$ cat config.mk
export PLATFORM = sky130hd
export DESIGN_NAME = clk_synth_regs
export DESIGN_NICKNAME = d
export VERILOG_FILES = /design/src/design/clk_synth_regs_pkg.sv /design/src/design/clk_synth_regs.sv
export SDC_FILE = /design/constraint.sdc
export NUM_CORES = 1
export LEC_CHECK = 0
export BUFFER_PORTS_ARGS = -buffer_cell sky130_fd_sc_hd__buf_2
export CAP_MARGIN = 0
export CORE_UTILIZATION = 32
export CTS_CLUSTER_SIZE = 12
export DETAILED_ROUTE_END_ITERATION = 16
export HOLD_SLACK_MARGIN = 0.06
export SLEW_MARGIN = 20
export SYNTH_ARGS = -nofsm -noshare
export SYNTH_HDL_FRONTEND = slang
export SYNTH_SLANG_ARGS = --single-unit
$ cat constraint.sdc
create_clock -name SYS_CLK_I -period 4.7 [get_ports SYS_CLK_I]
set_input_delay 0.47 -clock SYS_CLK_I [delete_from_list [all_inputs] [get_ports SYS_CLK_I]]
set_output_delay 0.47 -clock SYS_CLK_I [all_outputs]
set_load 0.005 [all_outputs]
$ cat src/design/clk_synth_regs_pkg.sv
// Package for the identification and serial-address register bank.
// Assumes a single system clock; all offsets are byte addresses on the serial port.
package clk_synth_regs_pkg;

    // Block boundaries, last byte address of each range; ID_FIRST and SER_ADDR_OFS are first bytes
    localparam logic [15:0] RSVD_LO_LAST  = 16'h0001;
    localparam logic [15:0] ID_FIRST      = 16'h0002;
    localparam logic [15:0] ID_LAST       = 16'h0005;
    localparam logic [15:0] SER_ADDR_OFS  = 16'h0006;
    localparam logic [15:0] SER_LAST      = 16'h0007;
    localparam logic [15:0] DPLL_LAST     = 16'h002F;
    localparam logic [15:0] GPIO_LAST     = 16'h0038;
    localparam logic [15:0] ODRV_LAST     = 16'h003E;
    localparam logic [15:0] DIVI_LAST     = 16'h004A;
    localparam logic [15:0] RSVD_DIV_LAST = 16'h0056;
    localparam logic [15:0] DIVF_LAST     = 16'h0062;
    localparam logic [15:0] DSRC_LAST     = 16'h0067;
    localparam logic [15:0] APLL_LAST     = 16'h006B;
    localparam logic [15:0] PWR_LAST      = 16'h0070;
    localparam logic [15:0] MON_LAST      = 16'h0078;
    localparam logic [15:0] IEN_LAST      = 16'h0079;
    localparam logic [15:0] FACT_LAST     = 16'h007B;
    localparam logic [15:0] RSVD_MID_LAST = 16'h01FF;
    localparam logic [15:0] ISTAT_LAST    = 16'h0201;
    localparam logic [15:0] RSVD_GP_LAST  = 16'h020B;
    localparam logic [15:0] GPI_LAST      = 16'h020C;
    localparam logic [15:0] GSTAT_LAST    = 16'h0212;

    // Field positions in the bus address byte
    localparam int ADDR_HI_LSB = 2;
    localparam int ADDR_HI_MSB = 6;

    // Factory configuration image; identity values are arbitrary
    localparam logic [3:0]  OTP_REVISION = 4'h1;
    localparam logic [15:0] OTP_PART     = 16'hA5C3;
    localparam logic [10:0] OTP_TAG      = 11'h000;
    localparam logic [4:0]  OTP_ADDR_HI  = 5'h1B;

    // Cycles spent copying the factory image after reset
    localparam logic [7:0]  OTP_LOAD_CYCLES = 8'h04;

    typedef enum logic [4:0] {
        RG_RSVD, RG_ID, RG_SER, RG_DPLL, RG_GPIO, RG_ODRV, RG_DIVI, RG_DIVF, RG_DSRC,
        RG_APLL, RG_PWR, RG_MON, RG_IEN, RG_FACT, RG_ISTAT, RG_GPI, RG_GSTAT
    } region_t;

    typedef enum logic [2:0] {PH_LOAD, PH_IDLE, PH_RX, PH_ACK, PH_TX, PH_RACK} phase_t;

    typedef struct packed {
        logic [3:0]  revision_field;
        logic [15:0] part_code_field;
        logic [10:0] config_tag;
    } id_regs_t;

    typedef struct packed {
        phase_t          phase;
        logic [7:0]      load_cnt;
        logic            ready;
        logic [2:0]      scl_sync;
        logic [2:0]      sda_sync;
        logic [1:0]      sel_low_sync;
        logic [1:0]      sel_high_sync;
        logic [7:0]      shreg;
        logic [3:0]      bitcnt;
        logic [1:0]      byte_idx;
        logic            rd;
        logic            ack_ok;
        logic [15:0]     offset;
        id_regs_t        id;
        logic [4:0]      bus_address_field;
        logic [4:0][7:0] pend;
        logic [4:0]      pend_mask;
        logic            sda_oe;
        logic            sda_level;
    } state_t;

endpackage : clk_synth_regs_pkg

$ cat src/design/clk_synth_regs.sv
// Two-wire serial slave with the identification and bus address registers.
// Assumes SCL/SDA and address-select pins are asynchronous and at most 400 kHz.
//
// Behaviour
// - Offsets 0x0002-0x0005 are identification; 0x0000-0x0001 are reserved.
// - Serial interface configuration lives at offsets 0x0006 and 0x0007.
// - Digital PLL control occupies 0x0008 through 0x002F.
// - Pin control at 0x0030-0x0038, output drivers at 0x0039-0x003E.
// - Integer divider at 0x003F-0x004A; 0x004B-0x0056 reserved.
// - Fractional divider settings occupy 0x0057 through 0x0062.
// - Divider source selection occupies 0x0063 through 0x0067.
// - Analog PLL control occupies 0x0068 through 0x006B.
// - Power-down and lock alarm control occupies 0x006C through 0x0070.
// - Monitors 0x0071-0x0078, irq enable 0x0079, factory 0x007A-7B, then reserved.
// - Input status at 0x020C; 0x0202-0x020B reserved.
// - Irq status 0x0200-01, global status 0x020D-0212, 0x0213-03FF reserved.
// - Four bytes pack revision nibble, 16-bit part code, 11-bit tag.
// - Configuration tag holds a factory value and the host may overwrite it.
// - Bus address bits 6:2 are writable, defaulting to 11011b.
// - Bus address bit 1 reads the high address-select pin.
// - Bus address bit 0 reads the low address-select pin.
// - Slave answers only the address formed from register and select pins.
// - After reset the defaults load from the factory configuration memory.
`timescale 1ns/1ps

module clk_synth_regs (
    // Clock and reset
    input  wire logic SYS_CLK_I,
    input  wire logic RST_I,
    // Serial bus, SDA is open drain
    input  wire logic SCL_I,
    input  wire logic SDA_I,
    output logic      SDA_O,
    output logic      SDA_OE_O,
    // Address-select straps
    input  wire logic ADDR_SELECT_PIN_LOW_I,
    input  wire logic ADDR_SELECT_PIN_HIGH_I,
    // Status
    output logic      CFG_READY_O
);
    import clk_synth_regs_pkg::*;

    state_t st;
    state_t next;

    function automatic region_t region_of(input logic [15:0] a);
        region_t r;
        r = RG_RSVD;
        if (a <= RSVD_LO_LAST) r = RG_RSVD;
        else if (a <= ID_LAST) r = RG_ID;
        else if (a <= SER_LAST) r = RG_SER;
        else if (a <= DPLL_LAST) r = RG_DPLL;
        else if (a <= GPIO_LAST) r = RG_GPIO;
        else if (a <= ODRV_LAST) r = RG_ODRV;
        else if (a <= DIVI_LAST) r = RG_DIVI;
        else if (a <= RSVD_DIV_LAST) r = RG_RSVD;
        else if (a <= DIVF_LAST) r = RG_DIVF;
        else if (a <= DSRC_LAST) r = RG_DSRC;
        else if (a <= APLL_LAST) r = RG_APLL;
        else if (a <= PWR_LAST) r = RG_PWR;
        else if (a <= MON_LAST) r = RG_MON;
        else if (a <= IEN_LAST) r = RG_IEN;
        else if (a <= FACT_LAST) r = RG_FACT;
        else if (a <= RSVD_MID_LAST) r = RG_RSVD;
        else if (a <= ISTAT_LAST) r = RG_ISTAT;
        else if (a <= RSVD_GP_LAST) r = RG_RSVD;
        else if (a <= GPI_LAST) r = RG_GPI;
        else if (a <= GSTAT_LAST) r = RG_GSTAT;
        else r = RG_RSVD;
        return r;
    endfunction : region_of

    function automatic logic [31:0] id_word(input id_regs_t id);
        // Revision, part code MSB first, tag
        return {id.revision_field, id.part_code_field, id.config_tag, 1'b0};
    endfunction : id_word

    function automatic logic [7:0] read_byte(input logic [15:0] a, input state_t s);
        logic [31:0] w;
        logic [7:0]  b;
        w = id_word(s.id);
        b = 8'h00;
        // Unimplemented and reserved offsets read as zero
        if (region_of(a) == RG_ID) begin
            case (a[1:0])
                2'h2:    b = w[31:24];
                2'h3:    b = w[23:16];
                2'h0:    b = w[15:8];
                default: b = w[7:0];
            endcase
        end else if (a == SER_ADDR_OFS) begin
            // Bit 1 mirrors the high select pin
            // Bit 0 mirrors the low select pin
            b = {1'b0, s.bus_address_field, s.sel_high_sync[1], s.sel_low_sync[1]};
        end
        return b;
    endfunction : read_byte

    function automatic logic writable(input logic [15:0] a);
        return (region_of(a) == RG_ID) || (a == SER_ADDR_OFS);
    endfunction : writable

    logic       scl_rise;
    logic       scl_fall;
    logic       start_det;
    logic       stop_det;
    logic [6:0] own_addr;
    logic [2:0] widx;
    logic [7:0] next_rd;
    logic [31:0] w_commit;

    // Edges taken from the second and third sync stages only
    assign scl_rise  = st.scl_sync[1] & ~st.scl_sync[2];
    assign scl_fall  = ~st.scl_sync[1] & st.scl_sync[2];
    assign start_det = st.scl_sync[1] & st.scl_sync[2] & st.sda_sync[2] & ~st.sda_sync[1];
    assign stop_det  = st.scl_sync[1] & st.scl_sync[2] & ~st.sda_sync[2] & st.sda_sync[1];
    assign own_addr  = {st.bus_address_field, st.sel_high_sync[1], st.sel_low_sync[1]};
    assign widx      = 3'(st.offset - ID_FIRST);
    assign next_rd   = read_byte(16'(st.offset + 16'h0001), st);

    always_comb begin
        next = st;
        w_commit = id_word(st.id);
        next.scl_sync      = {st.scl_sync[1:0], SCL_I};
        next.sda_sync      = {st.sda_sync[1:0], SDA_I};
        next.sel_low_sync  = {st.sel_low_sync[0], ADDR_SELECT_PIN_LOW_I};
        next.sel_high_sync = {st.sel_high_sync[0], ADDR_SELECT_PIN_HIGH_I};
        next.sda_level     = 1'b0;
        case (st.phase)
            PH_LOAD: begin
                next.sda_oe = 1'b0;
                if (st.load_cnt == OTP_LOAD_CYCLES - 8'h01) begin
                    next.id.revision_field  = OTP_REVISION;
                    next.id.part_code_field = OTP_PART;
                    next.id.config_tag      = OTP_TAG;
                    next.bus_address_field  = OTP_ADDR_HI;
                    next.ready = 1'b1;
                    next.phase = PH_IDLE;
                end else begin
                    next.load_cnt = st.load_cnt + 8'h01;
                end
            end
            PH_IDLE: begin
                next.sda_oe = 1'b0;
            end
            PH_RX: begin
                if (scl_rise) begin
                    next.shreg  = {st.shreg[6:0], st.sda_sync[1]};
                    next.bitcnt = st.bitcnt + 4'h1;
                end else if (scl_fall && st.bitcnt == 4'h8) begin
                    next.phase  = PH_ACK;
                    next.sda_oe = 1'b1;
                    next.bitcnt = 4'h0;
                    if (st.byte_idx != 2'h3) begin
                        next.byte_idx = st.byte_idx + 2'h1;
                    end
                    case (st.byte_idx)
                        2'h0: begin
                            if (st.shreg[7:1] == own_addr) begin
                                next.rd = st.shreg[0];
                            end else begin
                                next.phase  = PH_IDLE;
                                next.sda_oe = 1'b0;
                            end
                        end
                        2'h1: next.offset[15:8] = st.shreg;
                        2'h2: next.offset[7:0]  = st.shreg;
                        default: begin
                            // Writes outside the bank are dropped
                            if (writable(st.offset)) begin
                                next.pend[widx]      = st.shreg;
                                next.pend_mask[widx] = 1'b1;
                            end
                            next.offset = st.offset + 16'h0001;
                        end
                    endcase
                end
            end
            PH_ACK: begin
                if (scl_fall) begin
                    if (st.rd) begin
                        next.phase  = PH_TX;
                        next.shreg  = read_byte(st.offset, st);
                        // Open drain: pull low for a 0, release for a 1
                        next.sda_oe = ~next.shreg[7];
                    end else begin
                        next.phase  = PH_RX;
                        next.sda_oe = 1'b0;
                    end
                end
            end
            PH_TX: begin
                if (scl_fall) begin
                    next.bitcnt = st.bitcnt + 4'h1;
                    if (st.bitcnt == 4'h7) begin
                        next.phase  = PH_RACK;
                        next.sda_oe = 1'b0;
                        next.bitcnt = 4'h0;
                    end else begin
                        next.shreg  = {st.shreg[6:0], 1'b0};
                        next.sda_oe = ~st.shreg[6];
                    end
                end
            end
            PH_RACK: begin
                if (scl_rise) begin
                    next.ack_ok = ~st.sda_sync[1];
                end else if (scl_fall) begin
                    if (st.ack_ok) begin
                        next.phase  = PH_TX;
                        next.offset = st.offset + 16'h0001;
                        next.shreg  = next_rd;
                        next.sda_oe = ~next_rd[7];
                    end else begin
                        next.phase = PH_IDLE;
                    end
                end
            end
            default: begin
                next.phase  = PH_IDLE;
                next.sda_oe = 1'b0;
            end
        endcase
        // Start wins over any byte in flight; repeated start keeps the offset
        if (st.ready && start_det) begin
            next.phase    = PH_RX;
            next.bitcnt   = 4'h0;
            next.byte_idx = 2'h0;
            next.rd       = 1'b0;
            next.sda_oe   = 1'b0;
        end
        // Block write lands all at once on stop, so a partial image is never seen
        if (st.ready && stop_det) begin
            for (int i = 0; i < 4; i++) begin
                if (st.pend_mask[i]) begin
                    w_commit[31 - 8 * i -: 8] = st.pend[i];
                end
            end
            next.id.revision_field  = w_commit[31:28];
            next.id.part_code_field = w_commit[27:12];
            next.id.config_tag      = w_commit[11:1];
            // Only bits 6:2 take the written value
            if (st.pend_mask[4]) begin
                next.bus_address_field = st.pend[4][ADDR_HI_MSB:ADDR_HI_LSB];
            end
            next.pend_mask = 5'h00;
            next.phase     = PH_IDLE;
            next.sda_oe    = 1'b0;
        end
    end

    // PH_LOAD is the zero encoding, so clearing the state restarts the load
    always_ff @(posedge SYS_CLK_I) begin
        if (RST_I) begin
            st <= '0;
        end else begin
            st <= next;
        end
    end

    assign SDA_O       = st.sda_level;
    assign SDA_OE_O    = st.sda_oe;
    assign CFG_READY_O = st.ready;

    logic [7:0] slave_byte;
    logic [4:0] pend_addr;
    logic       addr_byte_done;
    assign slave_byte     = read_byte(SER_ADDR_OFS, st);
    assign pend_addr      = st.pend[4][ADDR_HI_MSB:ADDR_HI_LSB];
    assign addr_byte_done = st.phase == PH_RX && scl_fall && st.bitcnt == 4'h8
                            && st.byte_idx == 2'h0 && !start_det && !stop_det;
endmodule : clk_synth_regs

# Word-level counts from Yosys, hierarchy flattened
# Index checks and enable logic that the tools add are counted.
[op_classes] n_addsub=5 reduce_logical=38 bitwise=19 eq_ne=58 n_mux=122 n_lt_le_gt_ge=42
[ops] operator="less-or-equal comparator 16 x 7 -> 1 bit (second input constant)" n=18
[ops] operator="2-to-1 mux 5 bit" n=48
[ops] operator="2-to-1 mux 8 bit" n=17
[ops] operator="less-or-equal comparator 16 x 10 -> 1 bit (second input constant)" n=8
[ops] operator="2-to-1 mux 36 bit" n=3
[ops] operator="less-or-equal comparator 16 x 6 -> 1 bit (second input constant)" n=6
[ops] operator="2-to-1 mux 46 bit" n=2
[ops] operator="2-to-1 mux 45 bit" n=2
[ops] operator="2-to-1 mux 16 bit" n=5
[ops] operator="less-or-equal comparator 16 x 3 -> 1 bit (second input constant)" n=4
[ops] operator="one-hot mux 8 bit (3 select lines)" n=2
[ops] operator="bitwise mux 40 bit" n=1
[ops] operator="!= test 2 bit (second input constant)" n=20
[ops] operator="AND reduction 9 bit" n=4
[ops] operator="2-to-1 mux 3 bit" n=11
[ops] operator="== test 16 x 3 -> 1 bit (second input constant)" n=2
[ops] operator="less-or-equal comparator 16 x 1 -> 1 bit (second input constant)" n=2
[ops] operator="less-or-equal comparator 16 x 9 -> 1 bit (second input constant)" n=2
[ops] operator="!= test 4 bit (second input constant)" n=8
[ops] operator="one-hot mux 16 bit (2 select lines)" n=1
[ops] operator="one-hot mux 8 bit (2 select lines)" n=2
[ops] operator="one-hot mux 8 bit (4 select lines)" n=1
[ops] operator="!= test 3 bit (second input constant)" n=10
[ops] operator="demux 8 bit (select 3 bit)" n=1
[ops] operator="other kinds (42)" n=104
[word_totals] in_bits=6 output_inout_bits=3 ff_bits=137

# Depth between registers and ports, before layout
[depth] word_depth=33 mapped_depth=10

# Worst setup path after synthesis
# No wires, ideal clock.
[synth_path] kind="flip-flop to flip-flop" startpoint="reg st[84] (netlist bit)" endpoint="reg st, in the netlist SDA_OE_O" path_buffers=1 slack_ns=2.239 arrival_ns=2.346 stages_incl_launch_ff=10 required_time_ns=4.585 path_cell_list="dfxtp_1 clkbuf_1 inv_1 ha_1 or3_1 nand2_1 and4_2 o32ai_1 or4_1 o21a_1"
[synth_via] elab_chain_cells=33 word_cells_on_any_way=107
[synth_lines] element="from (decl)" line="clk_synth_regs.sv:43" source="state_t st;"
[synth_lines] element="from (signal assigned)" line="clk_synth_regs.sv:257" source="st <= next;"
[synth_lines] element="parallel branches: the longest is 32 deep, another holds adder 16 x 1 -> 16 bit"
[synth_lines] element="one-hot mux 1 bit (4 select lines) *" line="clk_synth_regs.sv:129" source="case (st.phase)"
# Mark *: on every way between the ends. The select of a mux whose other input is x is not followed.
# A chain may end at the register's enable or synchronous reset.

# Final worst setup path
[layout_path] startpoint="reg st[84] (netlist bit)" endpoint="reg st[108] (netlist bit)"
[layout_via] elab_chain_cells=32 word_cells_on_any_way=109
[layout_lines] element="parallel branches: the longest is 31 deep, another holds adder 16 x 1 -> 16 bit"
[layout_lines] element="one-hot mux 8 bit (4 select lines) *" line="clk_synth_regs.sv:129"
# Marks and branches as above.

==> results by group <==
Critical path
  • Reg2Reg Capture Point: st[108]$_SDFFE_PP0P_
  • Worst Setup End Kind: flop
  • Data arrival, critical path: roughly 3900 ps
  • Critical Path RT: a little over 5000 ps
  • Startpoint Class: flop
  • R2R cell count: 7
  • R2R Setup Slk: around 1200 ps
  • RR Startpoint: st[84]$_SDFFE_PP0P_
  • Max FO, Critical Path: 21
  • WS Path Type: reg2reg

Global routing
  • First-pass GRT wire length: a little under 30 mm
  • Number of global-route vias before repair: about 5600
  • GR Overflow Total: 0
  • Largest net degree at the start of global routing: 100
  • Antenna violations before repair: 0
  • GRT Overall Usage: between 10% and 20%

Finish
  • Final std cells w/o fill: 1102
  • Most common cell after layout, fill and taps aside: dfxtp_1
  • Layout Utilization: between 30% and 40%
  • Layout filler cell count: between 2000 and 2500
  • Most frequent cells in the layout: 132 x dfxtp_1, 110 x nor2_1, 79 x nand2_1
  • FF+latch area: about 2600 µm²
  • Final-stage net count: between 800 and 900
  • Layout area overhead: 12.4%
  • Area of the multi-input gates: around 3900 µm²
  • Number of diodes: 0
  • Layout cells sized above 1: between 8 and 9%

Pwr
  • Pleak: between 2 and 3 nW
  • PnR Total Power: between 2 and 3 mW
  • PD cells: roughly 360 nW/µm²
  • VDD IR-drop max: between 150 and 200 µV

Floorplan
  • Initial core utilization: 32.6%
  • Row count: between 50 and 60
  • Width of the die: between 100 and 150 µm
  • Full die area: around 22000 µm²
  • I/O pin total: 9
  • Core Region: about 21000 µm²
  • DIE HEIGHT: ~150 µm

Place
  • Placed insts: about 1100
  • Port buffer count: 7
  • Final HPWL DP: 12.5 mm
  • Gpl congestion: roughly 0.86

Min path
  • Worst Hold Path EP: next[123]$_SDFF_PP0_
  • HP Class: in2reg
  • Hold path depth: 2
  • Hold Startpoint: SCL_I

Timing
  • RSZ-0062 raised after global routing: no
  • Final Setup Violations: 0
  • Tmin final: 3530 ps
  • Slew HR: between 30% and 40%
  • TNS Setup: 0 ps
  • Final Hold Viols: 0
  • Skew final: 7.29 ps
  • Max Fclk: around 280 MHz
  • Crit share post-route: 75.1%
  • Worst Tran Pin Value: between 1000 and 1500 ps
  • Fin. max-slew vios: 0

Detailed routing
  • Routed vias: between 6000 and 7000
  • DR vias/cell: ~5.5
  • Wire length on met1: ~8.6 mm
  • Drc violations: 0
  • Top layer in use: met4
  • Routed WL: roughly 18 mm
  • DR iter-0 viols: 522
  • Wire length on met2: between 8 and 9 mm
  • Met3 WL post-DR: 925 µm
  • Wirelength per Cell: roughly 17 µm
  • Drt pass-1 iters: 7
  • Antenna viol nets, final: 0

Yosys
  • Synth Area in Simple Gates: between 20% and 30%
  • Number of enable flip-flop cells after synthesis: 0
  • Post-synthesis adder-cell area fraction: 2.56%
  • Seq/Total Area, Yosys: 38.7%
  • Count of yosys warnings during synthesis: 0
  • Asr flop ratio synth: 0%
  • Post-Syn Area per Cell: about 8 µm²
  • Main flop type after synthesis: dfxtp_1
  • Gate Count Post-Synth: 836
  • Synth Area in XOR/XNOR: under 10%
  • Multiplexer share of the synthesized area: 6.90%
  • Largest family of logic cells by synthesized area: simple AND/OR/NAND/NOR gates
  • Post-Syn Nets: approximately 860
  • Yosys reg bits: about 130
  • Synth Area in Compound Gates: about 18%
  • Yosys cell types: just over 70
  • Cell Area, Synth: between 6000 and 7000 µm²

CTS
  • CTS tree: done
  • CTS resizes: 0
  • CTS HTree Levels: 4
  • Clk sinks: 132
  • Clk slew on worst S/H paths: approximately 60 ps
  • CTS Buffer Depth: 2
  • Post-CTS setup buffer count: 0
  • Post-CTS Hold Buffers: 0
  • CTS buffer count: 17
  • Clk_lat worst skew: approximately 430 ps
  • Clock root cell: clkbuf_16

Status
  • Status: completed

Job
  • Max_cap viols: 0
power breakdown:
part           switching [mW]  internal (mW)
registers              0.0461           1.16
logic                   0.122         0.0771
clock network           0.529          0.854
total                   0.698           2.09
how the worst max path moves through the flow:
stage	from	end	slack [ps]
5_1_grt	st[84]$_SDFFE_PP0P_	st[110]$_SDFFE_PP0P_	890
3_3_place_gp	st[84]$_SDFFE_PP0P_	st[108]$_SDFFE_PP0P_	1460
2_1_floorplan	st[84]$_SDFFE_PP0P_	SDA_OE_O$_SDFFE_PP0P_	2240
3_5_place_dp	st[84]$_SDFFE_PP0P_	st[110]$_SDFFE_PP0P_	1310
4_1_cts	st[84]$_SDFFE_PP0P_	st[110]$_SDFFE_PP0P_	1290
6_report	st[84]$_SDFFE_PP0P_	st[108]$_SDFFE_PP0P_	1170
worst max-delay path: stages (launching register included):
cell	delay (ps)
dfxtp_1	580
ha_1	740
nand3_1	380
nor2_1	230
a21boi_0	150
nor4_2	690
nand4_1	390
o211ai_1	270
metrics by stage:
stage	setup slack, ps	hold WS, ps	instance area, µm²
3_5_place_dp	1310	428	7070
5_1_grt	888	250	7680
4_1_cts	1290	234	7680
3_3_place_gp	1460	419	7070
6_report	1170	242	7680
2_1_floorplan	2240	414	6830
cell usage after synthesis, types with 3 or more instances:
| cell | number | share of area [%] |
|---|---|---|
| o21a_1 | 9 | 0.99 |
| and3b_1 | 4 | 0.51 |
| nor4_1 | 10 | 0.92 |
| nor3b_1 | 3 | 0.33 |
| nor4_4 | 4 | 1.2 |
| clkbuf_1 | 45 | 2.5 |
| a222oi_1 | 16 | 2.3 |
| mux2i_1 | 46 | 6.7 |
| ha_1 | 14 | 2.6 |
| a211oi_1 | 3 | 0.33 |
| nand2b_1 | 6 | 0.55 |
| nor2_1 | 110 | 6.0 |
| a22o_1 | 3 | 0.38 |
| o21ai_0 | 32 | 2.3 |
| buf_2 | 7 | 0.51 |
| dfxtp_1 | 132 | 39 |
| a22oi_1 | 10 | 1.1 |
| o221ai_1 | 7 | 0.90 |
| xnor2_1 | 15 | 1.9 |
| xor2_1 | 7 | 0.90 |
| o31ai_1 | 7 | 0.77 |
| nand4_1 | 15 | 1.4 |
| nand2_1 | 79 | 4.3 |
| inv_1 | 25 | 1.4 |
| a21oi_1 | 46 | 3.4 |
| a21boi_0 | 3 | 0.33 |
| or3_1 | 7 | 0.64 |
| nor3_1 | 36 | 2.6 |
| o211ai_1 | 15 | 1.6 |
| nand3_1 | 43 | 3.1 |
| and2_1 | 6 | 0.55 |
| o22ai_1 | 6 | 0.55 |
| nor2b_1 | 13 | 1.2 |
| a31oi_1 | 3 | 0.27 |
| buf_1 | 3 | 0.16 |
area by class of cell:
class                           instances  area share (%)
Timing Repair Buffer                   16            1.37
Multi-Input combinational cell        622            50.5
Clock inverter                         14            2.30
Clock buffer                           18            5.72
Inverter                               25            1.22
Sequential cell                       132            34.4
Tap cell                              275            4.48
cells by family after synthesis:
group | count (synthesis)
buffers and inverters | 82
xor gates and xnor gates | 22
other | 1
AOI/OAI and AO/OA | 179
and+or+nand+nor | 359
adders and majority gates | 14
DFF | 132
muxes | 47
per-layer routing:
layer,GRT usage (%),up-vias
met3,4.11,21
met1,22.8,2882
met2,28.1,158
li1,-,2973
met4,6.39,0
met5,0,-
Power figures use the tool's default switching activity.
